**config.mk**
```make
export PLATFORM = sky130hd
export DESIGN_NAME = dpah_host
export DESIGN_NICKNAME = d
export VERILOG_FILES = /design/src/dpah_pkg.sv /design/src/dpah_host.sv /design/src/dpah_timer.sv
export SDC_FILE = /design/constraint.sdc
export NUM_CORES = 1
export LEC_CHECK = 0
export BUFFER_PORTS_ARGS = -buffer_cell sky130_fd_sc_hd__buf_2
export CAP_MARGIN = 20
export CORE_MARGIN = 4
export CORE_UTILIZATION = 48
export CTS_CLUSTER_DIAMETER = 60
export DETAILED_ROUTE_END_ITERATION = 10
export GPL_TIMING_DRIVEN = 0
export PLACE_DENSITY = 0.81
export SLEW_MARGIN = 30
export SYNTH_ARGS = -nofsm -noshare
export SYNTH_HDL_FRONTEND = slang
export SYNTH_SLANG_ARGS = --single-unit
```
**constraint.sdc**
```tcl
create_clock -name clk_in -period 1.79 [get_ports clk_in]
set_clock_uncertainty 0.05 [all_clocks]
set_input_delay 0.358 -clock clk_in [delete_from_list [all_inputs] [get_ports clk_in]]
set_output_delay 0.358 -clock clk_in [all_outputs]
set_load 0.05 [all_outputs]
```
**src/dpah_pkg.sv**
```systemverilog
// Purpose: Shared constants and types for the dual-port RAM port host
// Assumes: 16K x 18 part, one port driven, 200 MHz host clock
// Notes: Pin timing figures are plain defaults, adjust per speed grade
package dpah_pkg;

  localparam int ADDR_W = 14;
  localparam int DATA_W = 18;
  localparam int SEM_ADDR_W = 3;
  localparam int SEM_BIT = 0;
  localparam int TMR_W = 8;

  localparam int CLK_PERIOD_NS = 5;
  localparam int T_BUSY_SETTLE_NS = 20;
  localparam int T_WRITE_PULSE_NS = 20;
  localparam int T_READ_FLOW_NS = 30;
  localparam int T_SEM_RECOVER_NS = 10;
  localparam int T_RELEASE_NS = 5;

  // Least times, so round up
  localparam logic [TMR_W-1:0] SETTLE_CYC =
    TMR_W'((T_BUSY_SETTLE_NS + CLK_PERIOD_NS - 1) / CLK_PERIOD_NS);
  localparam logic [TMR_W-1:0] WRITE_CYC =
    TMR_W'((T_WRITE_PULSE_NS + CLK_PERIOD_NS - 1) / CLK_PERIOD_NS);
  localparam logic [TMR_W-1:0] READ_CYC =
    TMR_W'((T_READ_FLOW_NS + CLK_PERIOD_NS - 1) / CLK_PERIOD_NS);
  localparam logic [TMR_W-1:0] RECOVER_CYC =
    TMR_W'((T_SEM_RECOVER_NS + CLK_PERIOD_NS - 1) / CLK_PERIOD_NS);
  localparam logic [TMR_W-1:0] RELEASE_CYC =
    TMR_W'((T_RELEASE_NS + CLK_PERIOD_NS - 1) / CLK_PERIOD_NS);

  localparam logic [ADDR_W-1:0] MBOX_RIGHT_ADDR = 14'h3FFF;
  localparam logic [ADDR_W-1:0] MBOX_LEFT_ADDR = 14'h3FFE;
  localparam logic [ADDR_W-1:0] ADDR_ZERO = 14'h0000;
  localparam logic [DATA_W-1:0] DATA_ZERO = 18'h00000;
  localparam logic SEM_REQUEST = 1'b0;
  localparam logic SEM_RELEASE = 1'b1;

  typedef enum logic [2:0] {
    CMD_READ,
    CMD_WRITE,
    CMD_SEM_READ,
    CMD_SEM_WRITE,
    CMD_SEM_ACQUIRE,
    CMD_MBOX_POST,
    CMD_MBOX_READ
  } dpah_cmd_e;

  typedef struct packed {
    dpah_cmd_e cmd;
    logic [ADDR_W-1:0] addr;
    logic [DATA_W-1:0] wdata;
    logic upper_lane_n;
    logic lower_lane_n;
  } dpah_req_s;

  typedef struct packed {
    logic chip_enable_n;
    logic read_write_n;
    logic output_enable_n;
    logic token_latch_select_n;
    logic upper_lane_select_n;
    logic lower_lane_select_n;
    logic [ADDR_W-1:0] addr;
  } dpah_pins_s;

  localparam dpah_pins_s PINS_IDLE = '{
    chip_enable_n: 1'b1,
    read_write_n: 1'b1,
    output_enable_n: 1'b1,
    token_latch_select_n: 1'b1,
    upper_lane_select_n: 1'b1,
    lower_lane_select_n: 1'b1,
    addr: ADDR_ZERO
  };

endpackage : dpah_pkg

```
**src/dpah_host.sv**
```systemverilog
// Purpose: Host sequencer for one port of an asynchronous dual-port RAM
// Assumes: Pin inputs synchronous to clk_in, 16K x 18 part
// Notes: One command at a time; semaphore acquire polls without limit
//
// Overview of operation
// - Write ends on read/write or enable
// - Read waits flowthrough delay after writes
// - Array reads assert enable with output enable
// - Delay writes until busy has settled
// - Recover before readback, poll until zero
`timescale 1ns/1ps
`default_nettype none
module dpah_host
#(
  parameter bit OWN_LEFT = 1'b1
)
(
  input wire logic clk_in,
  input wire logic resetn_in,
  input wire logic req_valid_in,
  input wire dpah_pkg::dpah_req_s req_in,
  output logic req_ready_out,
  output logic rsp_valid_out,
  output logic [dpah_pkg::DATA_W-1:0] rsp_data_out,
  output logic rsp_busy_out,
  output logic mailbox_flag_out,
  output dpah_pkg::dpah_pins_s pins_out,
  output logic [dpah_pkg::DATA_W-1:0] data_out,
  output logic data_oe_out,
  input wire logic [dpah_pkg::DATA_W-1:0] data_in,
  input wire logic busy_n_in,
  input wire logic int_n_in
);

  typedef enum logic [2:0] {
    S_IDLE,
    S_SETTLE,
    S_STROBE,
    S_RELEASE,
    S_RECOVER
  } dpah_state_e;

  localparam logic [dpah_pkg::ADDR_W-1:0] OWN_MBOX =
    OWN_LEFT ? dpah_pkg::MBOX_LEFT_ADDR : dpah_pkg::MBOX_RIGHT_ADDR;
  localparam logic [dpah_pkg::ADDR_W-1:0] OTHER_MBOX =
    OWN_LEFT ? dpah_pkg::MBOX_RIGHT_ADDR : dpah_pkg::MBOX_LEFT_ADDR;

  dpah_state_e state;
  dpah_state_e next_state;
  dpah_pkg::dpah_req_s req;
  dpah_pkg::dpah_pins_s pins;
  dpah_pkg::dpah_pins_s next_pins;
  logic acq_read;
  logic next_acq_read;
  logic next_data_oe;
  logic tmr_load;
  logic [dpah_pkg::TMR_W-1:0] tmr_value;
  logic tmr_done;
  logic is_sem;
  logic is_write;
  logic finish;
  logic capture;
  logic [dpah_pkg::ADDR_W-1:0] eff_addr;
  logic [dpah_pkg::DATA_W-1:0] eff_wdata;

  ////////////////////////////////////////////////////////////////////////
  dpah_timer u_timer
  (
    .clk_in(clk_in),
    .resetn_in(resetn_in),
    .load_in(tmr_load),
    .value_in(tmr_value),
    .done_out(tmr_done)
  );

  ////////////////////////////////////////////////////////////////////////
  always_comb
  begin
    is_sem = (req.cmd == dpah_pkg::CMD_SEM_READ) ||
             (req.cmd == dpah_pkg::CMD_SEM_WRITE) ||
             (req.cmd == dpah_pkg::CMD_SEM_ACQUIRE);
    is_write = (req.cmd == dpah_pkg::CMD_WRITE) ||
               (req.cmd == dpah_pkg::CMD_SEM_WRITE) ||
               (req.cmd == dpah_pkg::CMD_MBOX_POST) ||
               ((req.cmd == dpah_pkg::CMD_SEM_ACQUIRE) && !acq_read);
    eff_addr = req.addr;
    eff_wdata = req.wdata;
    if (req.cmd == dpah_pkg::CMD_MBOX_POST)
      eff_addr = OTHER_MBOX;
    else if (req.cmd == dpah_pkg::CMD_MBOX_READ)
      eff_addr = OWN_MBOX;
    if (is_sem)
      eff_addr = {{(dpah_pkg::ADDR_W-dpah_pkg::SEM_ADDR_W){1'b0}},
                  req.addr[dpah_pkg::SEM_ADDR_W-1:0]};
    if (req.cmd == dpah_pkg::CMD_SEM_ACQUIRE)
      eff_wdata = {{(dpah_pkg::DATA_W-1){1'b0}}, dpah_pkg::SEM_REQUEST};
  end

  ////////////////////////////////////////////////////////////////////////
  always_comb
  begin
    next_state = state;
    next_pins = pins;
    next_acq_read = acq_read;
    next_data_oe = data_oe_out;
    tmr_load = 1'b0;
    tmr_value = dpah_pkg::SETTLE_CYC;
    finish = 1'b0;
    capture = 1'b0;
    unique case (state)
      S_IDLE:
      begin
        if (req_valid_in)
        begin
          next_state = S_SETTLE;
          next_acq_read = 1'b0;
          tmr_load = 1'b1;
        end
      end
      S_SETTLE:
      begin
        next_pins.addr = eff_addr;
        next_data_oe = is_write;
        if (tmr_done && (busy_n_in || is_sem))
        begin
          next_state = S_STROBE;
          next_pins.read_write_n = !is_write;
          next_pins.output_enable_n = is_write;
          tmr_load = 1'b1;
          tmr_value = is_write ? dpah_pkg::WRITE_CYC : dpah_pkg::READ_CYC;
          if (is_sem)
          begin
            next_pins.chip_enable_n = 1'b1;
            next_pins.token_latch_select_n = 1'b0;
            next_pins.upper_lane_select_n = 1'b1;
            next_pins.lower_lane_select_n = 1'b1;
          end
          else
          begin
            next_pins.chip_enable_n = 1'b0;
            next_pins.upper_lane_select_n = req.upper_lane_n;
            next_pins.lower_lane_select_n = req.lower_lane_n;
          end
        end
      end
      S_STROBE:
      begin
        if (tmr_done)
        begin
          tmr_load = 1'b1;
          if (is_write)
          begin
            next_pins.read_write_n = 1'b1;
            next_state = S_RELEASE;
            tmr_value = dpah_pkg::RELEASE_CYC;
          end
          else
          begin
            capture = 1'b1;
            next_pins = dpah_pkg::PINS_IDLE;
            next_pins.addr = pins.addr;
            next_state = S_RECOVER;
            tmr_value = dpah_pkg::RECOVER_CYC;
          end
        end
      end
      S_RELEASE:
      begin
        if (tmr_done)
        begin
          next_pins = dpah_pkg::PINS_IDLE;
          next_pins.addr = pins.addr;
          next_data_oe = 1'b0;
          next_state = S_RECOVER;
          tmr_load = 1'b1;
          tmr_value = dpah_pkg::RECOVER_CYC;
        end
      end
      S_RECOVER:
      begin
        if (tmr_done)
        begin
          if ((req.cmd == dpah_pkg::CMD_SEM_ACQUIRE) &&
              (!acq_read || rsp_data_out[dpah_pkg::SEM_BIT]))
          begin
            next_acq_read = 1'b1;
            next_state = S_SETTLE;
            tmr_load = 1'b1;
          end
          else
          begin
            finish = 1'b1;
            next_state = S_IDLE;
          end
        end
      end
    endcase
  end

  ////////////////////////////////////////////////////////////////////////
  always_ff @(posedge clk_in or negedge resetn_in)
  begin
    if (!resetn_in)
    begin
      state <= S_IDLE;
      acq_read <= 1'b0;
    end
    else
    begin
      state <= next_state;
      acq_read <= next_acq_read;
    end
  end

  always_ff @(posedge clk_in or negedge resetn_in)
  begin
    if (!resetn_in)
      req <= '0;
    else if ((state == S_IDLE) && req_valid_in)
      req <= req_in;
  end

  always_ff @(posedge clk_in or negedge resetn_in)
  begin
    if (!resetn_in)
    begin
      pins <= dpah_pkg::PINS_IDLE;
      data_oe_out <= 1'b0;
      data_out <= dpah_pkg::DATA_ZERO;
    end
    else
    begin
      pins <= next_pins;
      data_oe_out <= next_data_oe;
      data_out <= eff_wdata;
    end
  end

  // Contention seen mid-strobe means the device may have dropped the access
  always_ff @(posedge clk_in or negedge resetn_in)
  begin
    if (!resetn_in)
      rsp_busy_out <= 1'b0;
    else if ((state == S_IDLE) && req_valid_in)
      rsp_busy_out <= 1'b0;
    else if ((state == S_STROBE) && !is_sem && !busy_n_in)
      rsp_busy_out <= 1'b1;
  end

  always_ff @(posedge clk_in or negedge resetn_in)
  begin
    if (!resetn_in)
    begin
      rsp_data_out <= dpah_pkg::DATA_ZERO;
      rsp_valid_out <= 1'b0;
      mailbox_flag_out <= 1'b0;
    end
    else
    begin
      if (capture)
        rsp_data_out <= data_in;
      rsp_valid_out <= finish;
      mailbox_flag_out <= !int_n_in;
    end
  end

  assign req_ready_out = (state == S_IDLE);
  assign pins_out = pins;

  ////////////////////////////////////////////////////////////////////////
  chk_token_ce_high: assert property (
    @(posedge clk_in) disable iff (!resetn_in)
    !pins.token_latch_select_n |-> pins.chip_enable_n)
    else $error("Enable low during token access");

  chk_read_enables: assert property (
    @(posedge clk_in) disable iff (!resetn_in)
    !pins.output_enable_n |->
      pins.read_write_n &&
      (!pins.chip_enable_n || !pins.token_latch_select_n))
    else $error("Output enable without a select");

  chk_write_end_data: assert property (
    @(posedge clk_in) disable iff (!resetn_in)
    $rose(pins.read_write_n) |->
      data_oe_out && !(pins.chip_enable_n && pins.token_latch_select_n))
    else $error("Write ended without data or select");

  chk_busy_before_write: assert property (
    @(posedge clk_in) disable iff (!resetn_in)
    ($fell(pins.chip_enable_n) && !pins.read_write_n) |-> $past(busy_n_in))
    else $error("Array write begun while busy");

  chk_read_flow_wait: assert property (
    @(posedge clk_in) disable iff (!resetn_in)
    $fell(pins.output_enable_n) |-> !pins.output_enable_n [*6])
    else $error("Read strobe shorter than flowthrough");

  chk_token_recover: assert property (
    @(posedge clk_in) disable iff (!resetn_in)
    $rose(pins.token_latch_select_n) |=> pins.token_latch_select_n [*2])
    else $error("Token select recovery too short");

  chk_acquire_owned: assert property (
    @(posedge clk_in) disable iff (!resetn_in)
    (rsp_valid_out && (req.cmd == dpah_pkg::CMD_SEM_ACQUIRE)) |->
      !rsp_data_out[dpah_pkg::SEM_BIT])
    else $error("Acquire finished without ownership");

  chk_lane_write: assert property (
    @(posedge clk_in) disable iff (!resetn_in)
    (!pins.chip_enable_n && !pins.read_write_n) |->
      !(pins.upper_lane_select_n && pins.lower_lane_select_n))
    else $error("Array write with no lane selected");

endmodule : dpah_host
`default_nettype wire

```
**src/dpah_timer.sv**
```systemverilog
// Purpose: Down counter that times each pin phase
// Assumes: Load value of at least one cycle
// Notes: Done is high once the loaded count has run out
`timescale 1ns/1ps
`default_nettype none
module dpah_timer
(
  input wire logic clk_in,
  input wire logic resetn_in,
  input wire logic load_in,
  input wire logic [dpah_pkg::TMR_W-1:0] value_in,
  output logic done_out
);

  logic [dpah_pkg::TMR_W-1:0] count;

  always_ff @(posedge clk_in or negedge resetn_in)
  begin
    if (!resetn_in)
      count <= '0;
    else if (load_in)
      count <= value_in;
    else if (count != '0)
      count <= count - 1'b1;
  end

  assign done_out = (count == '0);

endmodule : dpah_timer
`default_nettype wire
```
[After elaboration in Yosys (flattened, before gate mapping)]
Index checks and enable logic that the tools add are counted.
Word-level totals
  input bits: 60
  register bits after elaboration: 109
  word-level logic and storage cells: 125
Cells by class
  mux-type cells: 49
  bitwise operators: 2
  eq/ne operators: 18
  $add $sub $neg: 1
  reductions and logical operators: 34
Operators by type and width (number)
  20-bit case mux with 3 select lines: 1
  14-bit two-way mux: 3
  20-bit two-way mux: 2
  18-bit two-way mux: 2
  3-bit two-way mux: 8
  1-bit two-way mux: 21
  8-bit two-way mux: 2
  2-bit inequality test, second input constant: 8
  3-bit case mux with 5 select lines: 1
  3-bit by 2-bit == test with 1-bit output, second input constant: 4
  3-bit == test, second input constant: 4
  5-bit AND reduction: 2
  3-bit case mux with 3 select lines: 1
  8-bit logical NOT: 1
  2-bit two-way mux: 4
  4-bit AND reduction: 2
  2-bit nonzero test: 4
  8-bit nonzero test: 1
  8-bit by 1-bit subtractor with 8-bit output, second input constant: 1
  1-bit logical OR: 7
  3-bit by 1-bit == test with 1-bit output, second input constant: 2
  1-bit logical AND: 6
  6-bit two-way mux: 1
  6-bit AND reduction: 1
  9 further kinds: 15

[Longest topological paths before layout]
Gate-level depths: netlist (run 1).
  depth after elaboration: 8
  depth in mapped cells: 9
  depth with buffers taken out: 7

[Cells and area by module]
Synthesis (run 1) repeated with hierarchy kept, for this count alone.
Second synthesis, totals
  cell total of the unflattened synthesis: 395
  area total of the unflattened synthesis: 4807.1 um^2
Modules (own cells, without submodules)
  dpah_host: cells an instance 339, area an instance 4312.9 um^2, sequential area each 2534.9 um^2, times used 1
  dpah_timer: cells an instance 56, area an instance 494.2 um^2, sequential area each 200.2 um^2, times used 1

[Worst setup path after synthesis (run 1)]
OpenSTA, ideal clock, no wires.
  path type: register -> register
  from: reg state[1]
  to: reg u_timer.count[1] (netlist bit)
  data arrival time: 2.319 ns
  path buffers: 1
  library setup time: 0.136 ns
  data required time: 1.604 ns
  setup slack: -0.714 ns
  period minus slack after synthesis: 2.504 ns
  stages on the path, launching flop included: 7
  cell sequence: dfrtp_1 -> buf_2 -> nor3_1 -> o21ai_0 -> o21ai_0 -> or2_2 -> o32ai_1
RTL lines
  from (decl): line dpah_host.sv:48  | dpah_state_e state;
  from (signal assigned): line dpah_host.sv:210  | state <= next_state;
  3-bit logical NOT (*)
  net req_ready_out: line dpah_host.sv:22  | output logic req_ready_out,
  1-bit case mux with 4 select lines (*): line dpah_host.sv:110  | unique case (state)
  8-bit two-way mux / 2-bit nonzero test (equally long branches)
  to (signal assigned): line dpah_timer.sv:22  | count <= value_in;
  to (signal assigned): line dpah_timer.sv:24  | count <= count - 1'b1;
  to (decl): line dpah_timer.sv:15  | logic [dpah_pkg::TMR_W-1:0] count;
The timed path passes the listed nets; every way through them passes the cells marked *.
A chain may end at the register's enable or synchronous reset.

[Final worst setup path (run 1)]
  from: reg u_timer.count[0] (netlist bit)
  to: reg rsp_data_out[17] (netlist bit)
On the way
  word-level cells in the longest chain between the ends: 3
Ends and longest elaborated chain
  8-bit logical NOT: line dpah_timer.sv:27  | assign done_out = (count == '0);
  1-bit two-way mux: line dpah_host.sv:148  | if (tmr_done)
  1-bit two-way mux: line dpah_host.sv:110
  to (signal assigned): line dpah_host.sv:254  | rsp_data_out <= dpah_pkg::DATA_ZERO;
  to (signal assigned): line dpah_host.sv:261  | rsp_data_out <= data_in;
  to (decl): line dpah_host.sv:24  | output logic [dpah_pkg::DATA_W-1:0] rsp_data_out,
No other way between the ends.

==> results.yml, run 1 <==
global_routing:
  grt_remaining_overflow: 0
  grt_max_degree: 56
  gr-usage-all-layers_pct: 18.6
  grt_pass1_wl_mm: 17.0
  antenna_found_initial: 0
  grt_pass1_vias: 3539
routing:
  via_per_inst: 5.32
  drtIter0Drc: 98
  wire_per_inst_um: 16.2
  drt.antenna.violating_nets: 0
  routed_wirelength_mm: 10.8
  first_pass_iters: 4
  route.detailed.drc: 0
  num_vias: 3561
clock_network:
  htree_levels: 3
  cts-root-buf: "clkbuf_8"
  cts_tree: "built"
  cts.sinks: 109
  clk_pin_slew_ns: 0.10
  worstSkewPairLatency_ns: 0.37
  cts_buffers: 9
  clockBufferDepth: 2
worst_setup_path:
  cp_top_family: "simple AND/OR/NAND/NOR gates"
  crit_path_start_kind: "register"
  path_max_fanout: 6
  cpPeakStageDelay_ns: 0.41
  critPathLaunch: "u_timer.count[0]$_DFFE_PN0P_"
  timing.critical_path.cells: "inv_2, ha_4, nor4b_4, buf_4, and2_4, nand3_4, buf_8, mux2_4"
  required_ns: 2.00
  endpoint_kind: "register"
  rrSetupSlack_ns: -0.19
  slowest_stage: "dfrtp_1"
  critPathBufInv: 3
  crit_type: "reg2reg"
  r2r-start: "u_timer.count[0]$_DFFE_PN0P_"
  arrival_ns: 2.19
sta:
  finalCritPeriodShare_pct: 111
  layout_setup_ws_ns: -0.192
  timing_hold_violations_final: 0
  max_slew.worst_pin.slew_ns: 0.500
  grt_setup_unrepaired: "yes"
  slew_violations: 0
  relSlewSlack_pct: 66.6
  min_period_ns: 1.98
  setup_violations: 25
  fmax_ghz: 0.504
placement:
  hpwl_mm: 7.40
  dp_cells: 633
  io_buffers: 120
  routabilityCongestion: 0.882
  place_area_um2: 5500
synthesis:
  syn_area_per_cell_um2: 12.2
  async_flop_share_pct: 100
  yosys_most_used_dff: "dfrtp_1"
  ys_warn_count: 0
  ys_top_cells_by_area: "dfrtp_1 55%, mux2_2 9.4%, o21ai_0 3.6%, dfstp_2 3.4%, mux2_1 3.4%"
  yosys.area.top_type: "dfrtp_1"
  synthesis.area_um2: 4670
  ys_ff_latch: 109
  syn_inst: 383
  ys_types: 50
  ys_seq_area_share_pct: 58.6
  synthesis.nets: 445
  synth_top_area_share_pct: 55.2
  synth_edf_count: 0
finish:
  nets: 597
  num_antenna_cells: 0
  area_growth_pct: 30.9
  fillers: 731
  instances_no_fill: 669
  drive_gt1_share_pct: 50.0
  final_area_um2: 6110
  multiInputGateArea_um2: 1970
  register_area_um2: 2740
power:
  power_mw: 12.9
  ir_drop_v: 0.00115
  powerDensity_nw_per_um2: 2110
  p_leak_nw: 2.93
floorplan:
  die_w_um: 107
  ios: 121
  start_util_pct: 49.8
  dieHeight_um: 107
  rows: 35
  die-area_um2: 11400
  coreArea_um2: 9370
hold_path:
  min_from: "int_n_in"
  hold_class: "in2reg"
outcome:
  outcome: "complete, but fails checks"
  violations: "setup timing"
job:
  maxCapViolations: 0
-- cell families (layout without fill, tap and decap cells) --
kind of cell	after synthesis	in the layout	share of synthesized area, %
AOI/OAI and AO/OA	84	84	11.6
and+or+nand+nor	91	91	11.0
adders and majority gates	2	2	0.536
muxes	58	58	14.1
xor gates and xnor gates	3	3	0.563
buffers and inverters	36	193	3.59
DFF	109	109	58.6
-- Yosys cell counts, drive strengths merged, types with 2 or more instances --
cell type and n:
mux2i 3, a31oi 7, nand2 16, o32ai 2, or2 2, a21o 12, nand2b 5, mux2 55
a211oi 13, xnor2 3, dfrtp 103, clkbuf 11, o21ai 35, buf 12, ha 2, nor3 7
nand3 2, or3 3, and2 20, dfstp 6, nor2b 4, a21oi 7, inv 13, nor2 24
-- layer usage --
metal	share of wire (%)	GRT usage, %	vias up
li1	-	-	1641
met1	41	23.9	1776
met2	50	31.4	130
met3	7.3	4.58	14
met4	1.1	5.21	0
met5	0	0	-
-- layout by cell type, fill, tap and decap left out, drive strengths merged, types with 2 or more instances in the layout --
| master | instances |
|---|---|
| nor2 | 24 |
| a21oi | 7 |
| o21ai | 35 |
| o32ai | 2 |
| nor2b | 4 |
| nor3 | 7 |
| or3 | 3 |
| a21o | 12 |
| mux2 | 55 |
| ha | 2 |
| dfstp | 6 |
| nand2b | 5 |
| nand2 | 16 |
| clkbuf | 23 |
| xnor2 | 3 |
| buf | 151 |
| nand3 | 2 |
| inv | 15 |
| and2 | 20 |
| a211oi | 13 |
| or2 | 2 |
| a31oi | 7 |
| mux2i | 3 |
| dfrtp | 103 |
-- power by group --
part           switching [mW]  internal, mW  total, mW
registers               0.637          3.65       4.29
clock network           0.846         0.704       1.55
logic                    4.52          2.52       7.04
total                    6.00          6.88       12.9
-- cell type report --
cell class | instances | area share [%]
clock inverters | 5 | 1.09
well taps | 129 | 2.64
repair buffers | 144 | 14.0
clock buffers | 11 | 2.31
flip-flops and latches | 109 | 44.8
inverters | 13 | 0.799
multi-input cells | 238 | 32.2
plain buffers | 20 | 2.19
-- worst reg2reg max path, delay by kind of cell, from the launching register on --
kind          cells  cell delay (ns)
buf+inv           3             0.47
mux               1             0.30
simple gates      3             0.52
flops             1             0.41
fa+ha+maj         1             0.14
-- registers in the layout (all words and copies together) (netlist names) --
| name | cells |
|---|---|
| state | 3 |
| u_timer.count | 8 |
| data_out | 18 |
| mailbox_flag_out | 1 |
| rsp_busy_out | 1 |
| acq_read | 1 |
| req | 37 |
| rsp_data_out | 18 |
| data_oe_out | 1 |
| rsp_valid_out | 1 |
| pins_out | 20 |
-- repair_timing --
item / CTS / global route
setup endpoints to repair: 90 / 85
gates cloned: 1 / 0
buffers inserted: 16 / 6
gates resized for setup: 41 / 37
hold endpoints to repair: 54 / 0
hold buffers: 1 / 0
pin swaps: 13 / 7
-- worst paths after layout --
path / endpoint / depth (start not counted)
setup / recovery: rsp_data_out[17]$_DFFE_PN0P_ / 8
hold reg to reg: pins_out[14]$_DFFE_PN1P_ / 2
hold / removal: mailbox_flag_out$_DFF_PN0_ / 2
setup reg to reg: rsp_data_out[17]$_DFFE_PN0P_ / 8
min in group asynchronous: pins_out[13]$_DFFE_PN0P_ / 2
max in group asynchronous: pins_out[15]$_DFFE_PN1P_ / 3
-- through the flow --
step / TNS, ns / util (%) / hold WS (ns) / setup slack [ns]
floorplan: -1.22 / - / 0.0124 / -0.0953
global placement: -103.37 / 58.3 / 0.403 / -0.853
detailed placement: -18.25 / 58.7 / 0.299 / -0.359
CTS: -4.27 / 63.7 / 0.0535 / -0.194
global route: -5.17 / 65.2 / 0.0590 / -0.234
finish: -3.40 / 65.2 / 0.0700 / -0.192
No activity file was read; power rests on OpenSTA's default activity.
==> inputs of run 2 (changes only) <==
--- a/config.mk
+++ b/config.mk
@@ -7,7 +7,8 @@
 export LEC_CHECK = 0
 export BUFFER_PORTS_ARGS = -buffer_cell sky130_fd_sc_hd__buf_2
 export CAP_MARGIN = 20
-export CORE_MARGIN = 4
+export CORE_ASPECT_RATIO = 1.4
+export CORE_MARGIN = 2
 export CORE_UTILIZATION = 48
 export CTS_CLUSTER_DIAMETER = 60
 export DETAILED_ROUTE_END_ITERATION = 10
==> run 2 against run 1 <==
  * The run still ends with setup timing left
  * Setup slack lost 0.012 ns
  * Combinational power up 3.6%
  * Count of clock-buffer cells in the layout did not move
  * Maximum frequency shrank 0.62%
  * Register-to-register slack is essentially flat
  * Via count is 2.9% higher
  * Sequential share of layout area shrank 1.1 points
  * Global-route usage grew 2.6 points
  * First-iteration DRC count increased by 130%
  * Largest cell class unchanged
==> results.yml, run 2 (synthesis results as in run 1) <==
outcome:
  outcome: "complete, but fails checks"
  violations: "setup timing"
sta:
  setup_violations: 33
  fmax_ghz: 0.501
  layout_setup_ws_ns: -0.205
  relSlewSlack_pct: 67.5
  finalCritPeriodShare_pct: 111
  grt_setup_unrepaired: "yes"
  timing_hold_violations_final: 0
  max_slew.worst_pin.slew_ns: 0.488
  final.setup.tns_ns: -3.92
  slew_violations: 0
  holdWs_ns: 0.0964
  min_period_ns: 1.99
power:
  clock_power_share_pct: 13.7
  p_leak_nw: 3.02
  power_mw: 13.4
  powerDensity_nw_per_um2: 2140
  combPwrFrac_pct: 54.4
  switching_share_pct: 45.6
  p_sw_mw: 6.11
  internal_power_mw: 7.30
  ir_drop_v: 0.00116
  seqPwrFrac_pct: 32.0
worst_setup_path:
  critPathBufInv: 3
  required_ns: 1.96
  crit_cells: 9
  cp_top_family: "simple AND/OR/NAND/NOR gates"
  rrSetupSlack_ns: -0.20
  crit_path_start_kind: "register"
  cpMostUsedCell: "buf_4"
  r2r-start: "u_timer.count[1]$_DFFE_PN0P_"
  critPathLaunch: "u_timer.count[1]$_DFFE_PN0P_"
  crit_type: "reg2reg"
  r2r_end: "state[0]$_DFFE_PN0P_"
  arrival_ns: 2.17
  slowest_stage: "dfrtp_1"
  timing.critical_path.cells: "inv_2, ha_4, nor4b_4, buf_4, nand2_8, or3_4, buf_4, a22oi_2, a31oi_1"
  endpoint_kind: "register"
  reg2reg_depth: 9
  path_max_fanout: 5
  cpPeakStageDelay_ns: 0.40
global_routing:
  gr-usage-all-layers_pct: 21.2
  grt_pass1_wl_mm: 17.5
  antenna_found_initial: 0
  grtUsageMet3_pct: 3.41
  grt_max_degree: 65
  grt_pass1_vias: 3701
  grt_remaining_overflow: 0
  met1_usage_pct: 26.8
  met2_usage_pct: 34.9
  top_usage_layer: "met2"
clock_network:
  cts_buffers: 9
  cts-root-buf: "clkbuf_16"
  htree_levels: 3
  cts_tree: "built"
  clockBufferDepth: 2
  clk_pin_slew_ns: 0.07
  cts.sinks: 109
  worstSkewPairLatency_ns: 0.35
floorplan:
  start_util_pct: 49.3
  rows: 42
  die_w_um: 87.3
  coreArea_um2: 9460
  ios: 121
  die-area_um2: 10500
  dieHeight_um: 121
hold_path:
  holdPathEnd: "mailbox_flag_out$_DFF_PN0_"
  hold_class: "in2reg"
  min_path_cells: 2
  min_from: "int_n_in"
finish:
  fillers: 701
  nets: 609
  final_area_um2: 6260
  drive_gt1_share_pct: 49.6
  num_antenna_cells: 0
  regMostFlops: "req"
  instances_no_fill: 662
  final_common_cell: "buf_2"
  final_cell_mix: "120 x buf_2, 103 x dfrtp_1, 38 x mux2_2"
  area_growth_pct: 34.2
  utilization_pct: 66.2
  largest_register_ffs: 37
routing:
  via_per_inst: 5.53
  routed_wirelength_mm: 11.3
  drtIter0Drc: 230
  num_vias: 3663
  route.detailed.drc: 0
  drt.antenna.violating_nets: 0
  first_pass_iters: 5
  wire_per_inst_um: 17.1
placement:
  dp_cells: 614
  place_ws_ns: -0.384
  place_area_um2: 5480
  hpwl_mm: 7.26
  io_buffers: 120
  routabilityCongestion: 0.824
job:
  maxCapViolations: 0
==> run 2: cell count changes in the layout (fill, tap and decap cells not counted), sizes merged <==
cell	previous run	this run
buf	151	167
clkbuf	23	19
clkinv	1	2
bufinv	1	0
==> run 2: area by class of cell <==
class                   count  area, um^2  share of cell area (%)
inverters                  13        48.8                   0.779
clock inverters             5        35.0                   0.559
flip-flops and latches    109        2740                    43.7
clock buffers              11         233                    3.72
multi-input cells         238        1960                    31.3
repair buffers            155         947                    15.1
plain buffers              21         166                    2.66
well taps                 110         138                    2.20
==> run 2: per-layer routing <==
layer  vias to the layer above  share of wire, %
met3                        30               5.9
li1                       1671                 -
met5                         -                 0
met2                       163                50
met1                      1799                40
met4                         0               3.4
==> run 2: power groups by stage <==
stage                     registers (mW)  logic (mW)  clock network, mW
after floorplan                     6.30        2.80                  0
after global placement              4.22        6.17                  0
after detailed placement            4.29        6.34                  0
after CTS                           4.26        6.91               1.87
after global routing                4.43        7.79               1.97
final                               4.29        7.29               1.84
==> run 2: worst max path at each step <==
stage / to
2_1_floorplan: rsp_data_out[10]$_DFFE_PN0P_
3_3_place_gp: req[2]$_DFFE_PN0P_
3_5_place_dp: state[1]$_DFFE_PN0P_
4_1_cts: pins_out[19]$_DFFE_PN1P_
5_1_grt: state[1]$_DFFE_PN0P_
6_report: state[0]$_DFFE_PN0P_
==> run 2: timing repair <==
action | CTS | global route
resized for setup | 44 | 35
hold endpoints to repair | 45 | 0
pin swaps | 9 | 8
hold buffers | 1 | 0
buffers inserted | 22 | 9
cloned | 1 | 1
setup endpoints to repair | 83 | 84
==> inputs of run 3 (changes only) <==
--- a/config.mk
+++ b/config.mk
@@ -13,7 +13,7 @@
 export CTS_CLUSTER_DIAMETER = 60
 export DETAILED_ROUTE_END_ITERATION = 10
 export GPL_TIMING_DRIVEN = 0
-export PLACE_DENSITY = 0.81
+export PLACE_DENSITY = 0.76
 export SLEW_MARGIN = 30
 export SYNTH_ARGS = -nofsm -noshare
 export SYNTH_HDL_FRONTEND = slang
==> run 3 against run 2 <==
  * The run still ends with setup timing left
  * Setup slack improved by 0.026 ns
  * Maximum frequency increased by 1.3%
  * Global-route usage decreased by 0.54 points
  * Largest cell class unchanged
  * Flip-flop and latch count unchanged
  * Combinational power decreased by 5.5%
==> results.yml, run 3 (synthesis results as in run 1) <==
clock_network:
  cts_tree: "built"
  worstSkewPairLatency_ns: 0.34
  htree_levels: 3
  clk_pin_slew_ns: 0.07
  cts_buffers: 9
  cts-root-buf: "clkbuf_16"
  cts.sinks: 109
  clockBufferDepth: 2
finish:
  largest_register_ffs: 37
  num_antenna_cells: 0
  utilization_pct: 64.4
  regMostFlops: "req"
  final_common_cell: "buf_2"
  drive_gt1_share_pct: 46.4
  final_cell_mix: "119 x buf_2, 103 x dfrtp_1, 39 x mux2_2"
  nets: 601
  instances_no_fill: 653
  area_growth_pct: 30.5
global_routing:
  grt_pass1_vias: 3516
  gr-usage-all-layers_pct: 20.7
  antenna_found_initial: 0
  grt_remaining_overflow: 0
  grt_max_degree: 64
  grt_pass1_wl_mm: 16.8
routing:
  first_pass_iters: 4
  via_per_inst: 5.33
  routed_wirelength_mm: 10.6
  num_vias: 3478
  routed.top_layer: "met4"
  wire_per_inst_um: 16.3
  drtIter0Drc: 186
  m1WireLength_mm: 4.29
  drt.antenna.violating_nets: 0
  route.detailed.drc: 0
  wl_met2_mm: 5.61
  dr_wl_met3_um: 507
worst_setup_path:
  crit_type: "reg2reg"
  endpoint_kind: "register"
  arrival_ns: 2.19
  crit_path_start_kind: "register"
  path_max_fanout: 10
  required_ns: 2.01
sta:
  finalCritPeriodShare_pct: 110
  relSlewSlack_pct: 69.2
  fmax_ghz: 0.508
  max_slew.worst_pin.slew_ns: 0.462
  setup_violations: 30
  timing_hold_violations_final: 0
  holdWs_ns: 0.0963
  slew_violations: 0
  min_period_ns: 1.97
  layout_setup_ws_ns: -0.178
  grt_setup_unrepaired: "yes"
floorplan:
  rows: 42
  dieHeight_um: 121
  die-area_um2: 10500
  die_w_um: 87.3
  ios: 121
  coreArea_um2: 9460
  start_util_pct: 49.3
hold_path:
  hold_class: "in2reg"
power:
  powerDensity_nw_per_um2: 2140
  p_leak_nw: 2.91
  ir_drop_v: 0.00102
  power_mw: 13.0
placement:
  dp_cells: 614
  io_buffers: 120
  hpwl_mm: 7.39
  place_ws_ns: -0.360
  routabilityCongestion: 0.861
outcome:
  violations: "setup timing"
  outcome: "complete, but fails checks"
job:
  maxCapViolations: 0
[run 3: cell count changes in the layout (fill, tap and decap cells not counted), moves of 2 or more]
cell      delta
clkinv_2     -2
buf_4        -3
a21oi_1      -3
mux2_4      -11
clkbuf_2     +2
o32ai_2      -2
mux2_1      +10
buf_6        -5
o21ai_1      +2
a21oi_2      +3
o32ai_1      +2
nor3_2       +2
[run 3: area by class of cell]
class	count	area [um^2]
clock buffer	11	243
inverter	13	48.8
buffer	21	149
clock inverter	4	32.5
fill	749	3370
sequential	109	2740
timing repair buffer	147	858
multi-input combinational	238	1880
tap	110	138
[run 3: stage by stage]
step | setup TNS (ns) | area [um^2]
floorplan | -1.22 | 4700
detailed placement | -17.23 | 5480
global route | -5.46 | 6090
global placement | -105.42 | 5440
finish | -3.18 | 6090
CTS | -4.96 | 6050
[run 3: what timing repair did]
action                                  in CTS  in global routing
cloned                                       1                  0
endpoints found under the setup margin      91                 94
buffers inserted                            21                  3
hold buffers                                 1                  0
gates resized for setup                     35                 16
hold endpoints to repair                    43                  0
pin swaps                                   10                  7
[run 3: path summary, 6_finish.rpt]
kind,start,end,slack [ns],cells past startpoint
max,u_timer.count[1]$_DFFE_PN0P_,state[1]$_DFFE_PN0P_,-0.18,8
min,int_n_in,mailbox_flag_out$_DFF_PN0_,0.1,2
max reg2reg,u_timer.count[1]$_DFFE_PN0P_,state[1]$_DFFE_PN0P_,-0.18,8
min reg2reg,pins_out[15]$_DFFE_PN1P_,pins_out[15]$_DFFE_PN1P_,0.42,2
max in group asynchronous,resetn_in,pins_out[14]$_DFFE_PN1P_,0.52,3
min in group asynchronous,resetn_in,u_timer.count[6]$_DFFE_PN0P_,0.47,2
[run 3: critical path, cell delays in order (launching register included)]
cell and delay (ns):
dfrtp_1 0.40, inv_2 0.09, ha_4 0.13, nor4b_4 0.24, buf_4 0.18, nand2_4 0.09, or3_4 0.36, or2_1 0.23
a21oi_2 0.13
[run 3: per-layer routing]
layer  GRT usage, %  vias up
li1               -     1654
met1           25.7     1683
met2           35.2      122
met3           3.96       19
met4           7.88        0
met5              0        -
[run 3: power by group]
part / leakage, nW / internal [mW] / total, mW / switching (mW)
Combinational: 1.47 / 2.44 / 6.89 / 4.45
Sequential: 1.31 / 3.66 / 4.27 / 0.616
Clock: 0.128 / 0.982 / 1.84 / 0.860
Total: 2.91 / 7.08 / 13.0 / 5.92
